$ cat config.mk
export PLATFORM = sky130hd
export DESIGN_NAME = rdef_filter
export DESIGN_NICKNAME = d
export VERILOG_FILES = /design/src/verilog/rdef_pkg.sv /design/src/verilog/rdef_filter.sv
export SDC_FILE = /design/constraint.sdc
export NUM_CORES = 1
export LEC_CHECK = 0
export ABC_CLOCK_PERIOD_IN_PS = 4100
export BUFFER_PORTS_ARGS = -buffer_cell sky130_fd_sc_hd__buf_2
export CORE_MARGIN = 1
export CORE_UTILIZATION = 51
export DETAILED_ROUTE_END_ITERATION = 8
export PLACE_DENSITY_LB_ADDON = 0.3
export SLEW_MARGIN = 20
export SYNTH_ARGS = -nofsm -noshare
export SYNTH_HDL_FRONTEND = slang
export SYNTH_SLANG_ARGS = --single-unit
$ cat constraint.sdc
create_clock -name SYS_CLK -period 4.1 [get_ports SYS_CLK]
set_input_delay 1.025 -clock SYS_CLK [delete_from_list [all_inputs] [get_ports SYS_CLK]]
set_output_delay 1.025 -clock SYS_CLK [all_outputs]
set_load 0.05 [all_outputs]
$ cat src/verilog/rdef_pkg.sv
// package for the receive disturbance filter: register map, fields, carriers
package rdef_pkg;
   // ==========================================================
   // register map (word index, byte address = 4 * index)
   localparam logic [7:0] RDEF_IDX_DIST_CTRL = 8'h03;
   localparam logic [7:0] RDEF_IDX_TYPEF_CTRL = 8'h04;
   localparam logic [7:0] RDEF_IDX_IRQ_STATUS = 8'h08;
   localparam logic [7:0] RDEF_IDX_IRQ_MASK = 8'h09;
   localparam logic [7:0] RDEF_IDX_LAST_RESULT = 8'h0a;
   localparam logic [31:0] RDEF_DIST_CTRL_RST = 32'h0000_0000;
   localparam logic [31:0] RDEF_TYPEF_CTRL_RST = 32'h0000_0000;
   localparam logic [31:0] RDEF_UNMAPPED_RD = 32'h0000_0000;
   // ==========================================================
   // field positions, disturbance_control
   localparam int RDEF_DC_ON = 0;
   localparam int RDEF_DC_LONG_NEVER = 1;
   localparam int RDEF_DC_THR_LO = 2;
   localparam int RDEF_DC_MISS_A = 6;
   localparam int RDEF_DC_MISS_B = 7;
   localparam int RDEF_DC_TMR_LO = 8;
   localparam int RDEF_DC_SENS_LO = 10;
   // field positions, type_f_disturbance_control
   localparam int RDEF_FC_ON = 0;
   localparam int RDEF_FC_LEN_CHK = 1;
   localparam int RDEF_FC_RC_CHK = 2;
   localparam int RDEF_FC_PROT_CHK = 3;
   localparam int RDEF_FC_INTEG_CHK = 4;
   localparam int RDEF_FC_GOOD_CRC = 5;
   localparam int RDEF_FC_LOG = 6;
   localparam int RDEF_FC_LEN_MIN_LO = 8;
   localparam int RDEF_FC_LEN_MAX_LO = 16;
   localparam int RDEF_FC_RC_LO = 24;
   // interrupt status bits
   localparam int RDEF_IRQ_REPORTED = 0;
   localparam int RDEF_IRQ_DISCARDED = 1;
   localparam int RDEF_IRQ_LOGGED = 2;
   localparam int RDEF_IRQ_W = 3;
   // ==========================================================
   // protocol families
   typedef enum logic [1:0] {
      RDEF_PROTO_A,
      RDEF_PROTO_B,
      RDEF_PROTO_F,
      RDEF_PROTO_OTHER
   } rdef_proto_e;

   // end-of-frame report from the receiver datapath
   typedef struct packed {
      logic valid;
      rdef_proto_e proto;
      logic [7:0] byte_count;
      logic crc_present;
      logic integrity_err;
      logic protocol_err;
      logic [7:0] length_byte;
      logic [7:0] request_code;
      logic [31:0] rx_status;
   } rdef_frame_s;

   // verdict for the frame
   typedef struct packed {
      logic valid;
      logic disturbance;
      logic protocol_err;
      logic integrity_err;
      logic [31:0] rx_status;
   } rdef_verdict_s;
endpackage

$ cat src/verilog/rdef_filter.sv
// receive disturbance filter with classic wishbone register slave
// ==========================================================
`timescale 1ns/1ps
module rdef_filter #(
   parameter int CRC_BYTES_A = 2,
   parameter int CRC_BYTES_B = 2,
   parameter int CRC_BYTES_F = 2,
   parameter logic [1:0] MATCH_SENS_DEFAULT = 2'h0
) (
   // clock and reset
   input wire logic SYS_CLK,
   input wire logic SYS_RST,
   // classic wishbone slave
   input wire logic WB_CYC_I,
   input wire logic WB_STB_I,
   input wire logic WB_WE_I,
   input wire logic [7:0] WB_ADR_I,
   input wire logic [3:0] WB_SEL_I,
   input wire logic [31:0] WB_DAT_I,
   output logic [31:0] WB_DAT_O,
   output logic WB_ACK_O,
   // frame report from the receiver
   input wire rdef_pkg::rdef_frame_s FRAME_I,
   // verdict towards status logic
   output rdef_pkg::rdef_verdict_s VERDICT_O,
   output logic RX_CONTINUE_O,
   // receiver configuration
   output logic [1:0] RECEIVER_MATCHING_CONFIG_O,
   output logic [1:0] SUPERVISION_TIMER_SELECT_O,
   // interrupt
   output logic IRQ_O
);
   import rdef_pkg::*;

   // ==========================================================
   // registers
   logic [31:0] dist_ctrl_q;
   logic [31:0] typef_ctrl_q;
   logic [RDEF_IRQ_W-1:0] irq_status_q;
   logic [RDEF_IRQ_W-1:0] irq_mask_q;
   logic [31:0] last_result_q;
   logic ack_q;
   logic [31:0] rdata_q;
   rdef_verdict_s verdict_q;
   logic cont_q;
   logic [1:0] match_q;
   logic [1:0] timer_q;
   logic irq_q;

   // ==========================================================
   // bus decode; one wait state, ack for one cycle
   wire bus_req = WB_CYC_I && WB_STB_I && !ack_q;
   wire wr_en = bus_req && WB_WE_I;
   wire rd_en = bus_req && !WB_WE_I;
   wire [5:0] word_idx = WB_ADR_I[7:2];
   wire sel_dc = word_idx == RDEF_IDX_DIST_CTRL[5:0];
   wire sel_fc = word_idx == RDEF_IDX_TYPEF_CTRL[5:0];
   wire sel_st = word_idx == RDEF_IDX_IRQ_STATUS[5:0];
   wire sel_mk = word_idx == RDEF_IDX_IRQ_MASK[5:0];
   wire sel_lr = word_idx == RDEF_IDX_LAST_RESULT[5:0];
   wire [31:0] bytemask = {{8{WB_SEL_I[3]}}, {8{WB_SEL_I[2]}}, {8{WB_SEL_I[1]}}, {8{WB_SEL_I[0]}}};
   wire [31:0] dc_wr = (dist_ctrl_q & ~bytemask) | (WB_DAT_I & bytemask);
   wire [31:0] fc_wr = (typef_ctrl_q & ~bytemask) | (WB_DAT_I & bytemask);
   wire [31:0] mk_wr = ({29'h0, irq_mask_q} & ~bytemask) | (WB_DAT_I & bytemask);
   wire [31:0] rd_mux = sel_dc ? dist_ctrl_q :
                        sel_fc ? typef_ctrl_q :
                        sel_st ? {29'h0, irq_status_q} :
                        sel_mk ? {29'h0, irq_mask_q} :
                        sel_lr ? last_result_q : RDEF_UNMAPPED_RD;

   // ==========================================================
   // control fields
   wire dist_on = dist_ctrl_q[RDEF_DC_ON];
   wire long_never = dist_ctrl_q[RDEF_DC_LONG_NEVER];
   wire [3:0] noise_thr = dist_ctrl_q[RDEF_DC_THR_LO +: 4];
   wire miss_a = dist_ctrl_q[RDEF_DC_MISS_A];
   wire miss_b = dist_ctrl_q[RDEF_DC_MISS_B];
   wire [1:0] tmr_sel = dist_ctrl_q[RDEF_DC_TMR_LO +: 2];
   wire [1:0] sens = dist_ctrl_q[RDEF_DC_SENS_LO +: 2];
   wire f_on = typef_ctrl_q[RDEF_FC_ON];
   wire f_len_chk = typef_ctrl_q[RDEF_FC_LEN_CHK];
   wire f_rc_chk = typef_ctrl_q[RDEF_FC_RC_CHK];
   wire f_prot_chk = typef_ctrl_q[RDEF_FC_PROT_CHK];
   wire f_integ_chk = typef_ctrl_q[RDEF_FC_INTEG_CHK];
   wire f_good_crc = typef_ctrl_q[RDEF_FC_GOOD_CRC];
   wire f_log = typef_ctrl_q[RDEF_FC_LOG];
   wire [7:0] f_len_min = typef_ctrl_q[RDEF_FC_LEN_MIN_LO +: 8];
   wire [7:0] f_len_max = typef_ctrl_q[RDEF_FC_LEN_MAX_LO +: 8];
   wire [7:0] f_rc_exp = typef_ctrl_q[RDEF_FC_RC_LO +: 8];

   // ==========================================================
   // general path (every family except type f: type a / type b / other)
   wire is_a = FRAME_I.proto == RDEF_PROTO_A;
   wire is_b = FRAME_I.proto == RDEF_PROTO_B;
   wire is_f = FRAME_I.proto == RDEF_PROTO_F;
   wire [7:0] crc_len = !FRAME_I.crc_present ? 8'h00 :
                        is_a ? 8'(CRC_BYTES_A) :
                        is_b ? 8'(CRC_BYTES_B) :
                        is_f ? 8'(CRC_BYTES_F) : 8'h00;
   // count saturates at zero so a short frame cannot wrap into a long one
   wire [7:0] payload_len = (FRAME_I.byte_count > crc_len) ?
                            8'(FRAME_I.byte_count - crc_len) : 8'h00;
   wire missing_crc_err = !FRAME_I.crc_present &&
                          ((is_a && miss_a) || (is_b && miss_b));
   wire prot_err = FRAME_I.protocol_err || missing_crc_err;
   wire has_err = prot_err || FRAME_I.integrity_err;
   wire below_thr = payload_len < {4'h0, noise_thr};
   // an erroneous frame below threshold is noise; the long bit only forbids the long case explicitly
   wire gen_noise = dist_on && !is_f && has_err && below_thr &&
                    !(long_never && !below_thr);

   // ==========================================================
   // type f path
   wire f_len_bad = f_len_chk &&
                    (FRAME_I.length_byte < f_len_min ||
                     FRAME_I.length_byte > f_len_max);
   wire f_rc_bad = f_rc_chk && (FRAME_I.request_code != f_rc_exp);
   wire f_by_prot = f_prot_chk && prot_err;
   wire f_by_integ = f_integ_chk && FRAME_I.integrity_err;
   wire f_clean = !FRAME_I.integrity_err && FRAME_I.crc_present;
   wire f_good_rc = f_good_crc && f_clean && f_rc_bad;
   wire f_noise = f_on && is_f &&
                  (((f_by_prot || f_by_integ) && (f_len_bad || f_rc_bad)) ||
                   f_good_rc);
   wire is_noise = gen_noise || f_noise;

   // ==========================================================
   // verdict: disturbance frames are swallowed except type f ones with logging on, reception keeps going
   wire fv = FRAME_I.valid;
   wire report = fv && !is_noise;
   wire logged = fv && f_noise && f_log;
   rdef_verdict_s verdict_d;
   assign verdict_d.valid = report || logged;
   assign verdict_d.disturbance = fv && is_noise;
   assign verdict_d.protocol_err = fv && prot_err;
   assign verdict_d.integrity_err = fv && FRAME_I.integrity_err;
   assign verdict_d.rx_status = (report || logged) ? FRAME_I.rx_status : 32'h0000_0000;
   wire cont_d = fv && is_noise;
   wire [RDEF_IRQ_W-1:0] irq_evt = {logged, fv && is_noise, report};
   wire [RDEF_IRQ_W-1:0] st_clr = (rd_en && sel_st) ? {RDEF_IRQ_W{1'b1}} : '0;
   // set wins over the read clear
   wire [RDEF_IRQ_W-1:0] st_d = (irq_status_q & ~st_clr) | irq_evt;
   wire [31:0] lr_d = fv ? {27'h0, prot_err, FRAME_I.integrity_err, f_noise,
                            gen_noise, report} : last_result_q;
   wire [1:0] match_d = dist_on ? sens : MATCH_SENS_DEFAULT;
   wire [1:0] timer_d = tmr_sel;
   wire irq_d = |(st_d & irq_mask_q);

   // ==========================================================
   // flip-flops
   always_ff @(posedge SYS_CLK) begin
      if (SYS_RST) begin
         dist_ctrl_q <= RDEF_DIST_CTRL_RST;
         typef_ctrl_q <= RDEF_TYPEF_CTRL_RST;
         irq_mask_q <= '0;
      end else if (wr_en) begin
         if (sel_dc) dist_ctrl_q <= dc_wr;
         if (sel_fc) typef_ctrl_q <= fc_wr;
         if (sel_mk) irq_mask_q <= mk_wr[RDEF_IRQ_W-1:0];
      end
   end

   always_ff @(posedge SYS_CLK) begin
      if (SYS_RST) begin
         ack_q <= 1'b0;
         rdata_q <= 32'h0000_0000;
         irq_status_q <= '0;
         last_result_q <= 32'h0000_0000;
      end else begin
         ack_q <= bus_req;
         rdata_q <= rd_en ? rd_mux : 32'h0000_0000;
         irq_status_q <= st_d;
         last_result_q <= lr_d;
      end
   end

   always_ff @(posedge SYS_CLK) begin
      if (SYS_RST) begin
         verdict_q <= '0;
         cont_q <= 1'b0;
         match_q <= MATCH_SENS_DEFAULT;
         timer_q <= 2'h0;
         irq_q <= 1'b0;
      end else begin
         verdict_q <= verdict_d;
         cont_q <= cont_d;
         match_q <= match_d;
         timer_q <= timer_d;
         irq_q <= irq_d;
      end
   end

   assign WB_ACK_O = ack_q;
   assign WB_DAT_O = rdata_q;
   assign VERDICT_O = verdict_q;
   assign RX_CONTINUE_O = cont_q;
   assign RECEIVER_MATCHING_CONFIG_O = match_q;
   assign SUPERVISION_TIMER_SELECT_O = timer_q;
   assign IRQ_O = irq_q;
endmodule // rdef_filter

# Yosys cells after proc, flatten, opt, wreduce, memory -nomap -nowiden
# Cells that the tools add are included.
[op_classes]
n_addsub = 1
multipliers = 0
div = 0
order_cmp = 4
eq_ne = 8
shift = 0
mux = 11
n_bitwise = 15
n_reduce_logical = 54
[ops]
columns = ["operator", "n"]
rows = [
  ["$and 32x32->32", 3],
  ["$mux 32", 2],
  ["$or 32x32->32", 2],
  ["$not 32->32", 1],
  ["$logic_and 1x1->1", 29],
  ["$eq 6x4->1 const B", 3],
  ["$mux 5", 3],
  ["$and 3x3->3", 3],
  ["$logic_or 1x1->1", 9],
  ["$gt 8x2->1", 1],
  ["$gt 8x8->1", 1],
  ["$logic_not 1->1", 8],
  ["$lt 8x4->1", 1],
  ["$lt 8x8->1", 1],
  ["$mux 2", 4],
  ["$mux 8", 1],
  ["$ne 8x8->1", 1],
  ["$sub 8x2->8", 1],
  ["$eq 6x2->1 const B", 1],
  ["$eq 6x3->1 const B", 1],
  ["$or 3x3->3", 2],
  ["$reduce_and 2->1", 3],
  ["$reduce_or 2->1", 3],
  ["$mux 3", 1],
  ["6 further kinds", 8],
]
[word_totals]
reg_bits = 149
latch_bits = 0
ram_bits = 0
romBits = 0
out_inout_bits = 75
mem_count = 0

# Logic depth before layout (Yosys ltp)
[logic_depth]
depth_word = 18
ltp_mapped = 14
depth_no_buf = 13

# Worst setup path after synthesis
# No wires, ideal clock.
[synth_path]
path_kind = "input -> register"
from = "input port FRAME_I[50] in the netlist's numbering"
to = "register verdict_q, in the netlist VERDICT_O[22]"
arrival_ns = 3.409
required_time_ns = 3.985
path_slack_ns = 0.576
cell_stages = 14
n_path_buf = 1
cell_sequence = "a21boi_0 -> ha_1 -> a21oi_1 -> nor2_1 -> nor2_1 -> ha_1 -> o211ai_1 -> a21oi_1 -> a2111oi_0 -> o221ai_2 -> or3b_4 -> a21oi_4 -> buf_6 -> and2_1"
[synth_between]
elab_chain_cells = 14
word_cells_on_any_way = 31
[synth_lines]
columns = ["element", "line_no", "rtl"]
rows = [
  ["start: declaration", "rdef_filter.sv:23", "input wire rdef_pkg::rdef_frame_s FRAME_I,"],
  ["$mux 2 / $logic_not 1->1 (equally long branches)", "rdef_filter.sv:96, rdef_filter.sv:103", ""],
  ["$sub 8x2->8, or another cell as far along", "rdef_filter.sv:102", "8'(FRAME_I.byte_count - crc_len) : 8'h00;"],
  ["$mux 8 / $logic_or 1x1->1 (equally long branches)", "rdef_filter.sv:101, rdef_filter.sv:105", ""],
  ["$lt 8x4->1 / $logic_and 1x1->1 (equally long branches)", "rdef_filter.sv:107, rdef_filter.sv:118", ""],
  ["$logic_not 1->1 / $logic_or 1x1->1 (equally long branches)", "rdef_filter.sv:110, rdef_filter.sv:123", ""],
  ["$logic_and 1x1->1 (on tied branches)", "rdef_filter.sv:110, rdef_filter.sv:123", ""],
  ["$logic_not 1->1 / $logic_or 1x1->1 (equally long branches)", "rdef_filter.sv:110, rdef_filter.sv:123", ""],
  ["$logic_and 1x1->1 (on tied branches)", "rdef_filter.sv:109, rdef_filter.sv:122", ""],
  ["$logic_or 1x1->1", "rdef_filter.sv:125", "wire is_noise = gen_noise || f_noise;"],
  ["$logic_not 1->1", "rdef_filter.sv:130", "wire report = fv && !is_noise;"],
  ["$logic_and 1x1->1", "rdef_filter.sv:130", ""],
  ["$logic_or 1x1->1 (*)", "rdef_filter.sv:137", "assign verdict_d.rx_status = (report || logged) ? FRAME_I.rx_status : 32'h0000_0000;"],
  ["$not 1->1 (no line) (*)", "--", ""],
  ["$reduce_or 2->1 (no line) (*)", "--", ""],
  ["end signal: assignment", "rdef_filter.sv:185", "verdict_q <= verdict_d;"],
  ["end: declaration", "rdef_filter.sv:44", "rdef_verdict_s verdict_q;"],
]
# Mark *: on every way between the ends. The rest lies on a longest branch, timed or not.
# A chain may end at the register's enable or synchronous reset.

# Worst setup path in the final report
[layout_path]
from = "input port FRAME_I[50] in the netlist's numbering"
to = "register verdict_q, in the netlist VERDICT_O[29]"
# The elaborated chain is that of the path after synthesis.

==> summary.md <==
| Metric | Value |
|---|---|
| I/O pins | 186 |
| Worst R2R Path Depth | 10 |
| Residual DRC count | 0 |
| Initial antenna violation count | 0 |
| Post-cts resize count | 0 |
| Ys flop type | dfxtp_1 |
| RSZ-0062 raised after global routing | no |
| Layout cells sized above 1 | 0.269 |
| First-pass GRT wire length | 24000 um |
| Yosys warnings | 0 |
| Max-cap violations | 0 |
| Final Slew Violations | 0 |
| Antenna Nets Post-Route | 0 |
| Full die area | 11800 um2 |
| R2r endpoint | VERDICT_O[29] |
| Area Overhead vs Synth | 27.9% |
| Switching part of the total | 0.224 |
| Least-Margin Pin Slew | 0.671 ns |
| CTS tree | yes |
| Worst ir drop on vdd | 0.000372 V |
| Setup slack, reg-to-reg | 1.62 ns |
| Vias per cell | 5.48 |
| Final setup viols | 0 |
| Post-Syn Instances | 659 |
| GRT Residual Overflow | 0 |
| Pin count of the biggest net entering global routing | 44 |
| Max Root-Sink Buffers | 2 |
| Seq pwr share | 0.441 |
| ANT cells | 0 |
| Setup repair bufs after CTS | 0 |
| DP HPWL | 10800 um |
| Synth cell types | 47 |
| Netlist Area Pre-Place | 5820 um2 |
| Post-synthesis sequential area ratio | 0.512 |
| Clk pwr share | 0.489 |
| Setup TNS | 0 ns |
| Root Driver | clkbuf_16 |
| Die H | 109 um |
| Crit path from | FRAME_I[50] |
| Drt pass-1 iters | 5 |
| CP Launch Type | input port |
| Initial Utilization | 0.530 |
| Comb pwr share | 0.069 |
| Setup crit end | VERDICT_O[29] |
| Critical Path End Type | flip-flop |
| Maximum fanout along the worst path | 33 |
| Cts bufs inserted | 17 |
| Syn avg cell area | 8.84 um2 |
| Syn nets | 790 |
| Status | completed |
| Fmax | 272 MHz |
| Row count | 38 |
| RePlAce Congestion | 0.930 |
| Minimum clock period | 3.67 ns |
| H-tree level count | 4 |
| Worst clock skew | 0.00874 ns |
| Worst EP required | 4.41 ns |
| Synth async-reset ratio | 0 |
| Final-report hold violation count | 0 |
| LEAKAGE | 3.04 nW |
| Clock slew at reported path FFs | 0.06 ns |
| Clock Sinks | 149 |
| Clk_lat worst skew | 0.42 ns |
| Vias in the first global route | 5070 |
| Port-buffer cells | 183 |
| Final period utilization | 0.896 |
| Synth Register Bits | 149 |
| Worst setup path class | input port to flip-flop |
| Vias | 5385 |
| Post-synth EDFFs | 0 |
| Pint | 2.59 mW |
| WL/cell | 15.5 um |
| Post-Route WL | 15200 um |
| Core Util, Final | 0.678 |
| Die width | 109 um |
| Net switching power | 745 uW |
| Max_slew headroom | 0.552 |
| Global Route Usage Sum | 0.264 |
| PwrDens | 448 nW/um2 |
| CORE AREA | 11000 um2 |
| CTS Hold Bufs | 0 |
| Hold Crit Class | flip-flop to flip-flop |
| Arrival @ worst endpoint | 3.98 ns |
| Iteration-0 DRC Markers | 496 |
| Tot Pwr | 3.33 mW |
| Final net count | 961 |
## cells in the mapped netlist, types with 3 or more instances
cell type    n  area [um2]
nand2_1     82         308
nor2_1      53         199
inv_1       26        97.6
mux2i_1      4        40.0
buf_6        3        33.8
clkbuf_1    35         131
a22oi_1     31         233
nand3_1     67         335
dfxtp_1    149        2980
a222oi_1     5        50.1
nor3b_1      4        30.0
ha_1        20         250
nand2b_1     5        31.3
nor2b_1      4        25.0
xnor2_1     11        96.3
a21oi_1     78         390
o211ai_1     4        30.0
and2_1      35         219
nor3_1       3        15.0
nand4_1      4        25.0
## routing by layer
| layer | up-vias | global-route usage | wire length, um |
|---|---|---|---|
| li1 | 2611 | - | - |
| met3 | 26 | 0.0687 | 1350 |
| met4 | 0 | 0.115 | 290 |
| met2 | 251 | 0.450 | 7490 |
| met5 | - | 0 | 0 |
| met1 | 2497 | 0.313 | 6090 |
## cell usage in the layout (no fill, tap or decap), drive strengths merged, types with 21 or more instances in the layout
master,instances
a21oi,79
a22oi,31
and2,35
buf,193
clkbuf,21
dfxtp,149
inv,28
nand2,82
nand3,67
nor2,53
## cell families after synthesis
family | share of synthesized area
xor+xnor | 0.0165
fa+ha+maj | 0.0430
simple gates | 0.218
buf+inv | 0.0477
compound gates | 0.156
flops | 0.512
mux | 0.00688
## critical path: stages
cell	delay [ns]
buf_2	0.12
a21boi_0	0.12
ha_1	0.30
a21oi_1	0.08
nor2_1	0.30
nor2_1	0.11
ha_1	0.30
o211ai_1	0.23
a21oi_1	0.06
a2111oi_0	0.37
o221ai_2	0.26
or3b_4	0.32
a21oi_4	0.06
buf_12	0.16
and2_1	0.16
## worst min-delay path by stage
stage / start / cells after the start / to / slack (ns)
after floorplan: last_result_q[0] / 2 / last_result_q[0] / 0.44
after global placement: flip-flop / 2 / flip-flop / 0.44
after detailed placement: flip-flop / 2 / flip-flop / 0.45
after CTS: flip-flop / 2 / flip-flop / 0.46
after global routing: flip-flop / 2 / flip-flop / 0.48
final: flip-flop / 2 / flip-flop / 0.46
## area by class of cell
cell class / instances / area, um2
fill: 880 / 3540
tap: 140 / 175
clock buffer: 21 / 450
multi-input combinational: 443 / 2560
clock inverter: 11 / 174
timing repair buffer: 193 / 1000
sequential: 149 / 2980
inverter: 26 / 97.6
## power by group through the flow
| stage | registers (mW) | clock network [mW] | logic [mW] |
|---|---|---|---|
| finish | 1.47 | 1.63 | 0.231 |
| global route | 1.47 | 1.72 | 0.251 |
| CTS | 1.47 | 1.65 | 0.231 |
| detailed placement | 1.50 | 0 | 0.229 |
| global placement | 1.50 | 0 | 0.222 |
| floorplan | 1.55 | 0 | 0.0818 |
## stage by stage
step / hold WS [ns] / cells / worst slack, ns / instance area [um2]
2_1_floorplan: 0.436 / 659 / 0.576 / 5820
3_5_place_dp: 0.448 / 951 / -0.00447 / 6820
5_1_grt: 0.480 / 983 / 0.161 / 7450
3_3_place_gp: 0.441 / 951 / 0.259 / 6820
4_1_cts: 0.458 / 983 / 0.455 / 7450
6_report: 0.455 / 983 / 0.426 / 7450
No activity file was read; power rests on OpenSTA's default activity.
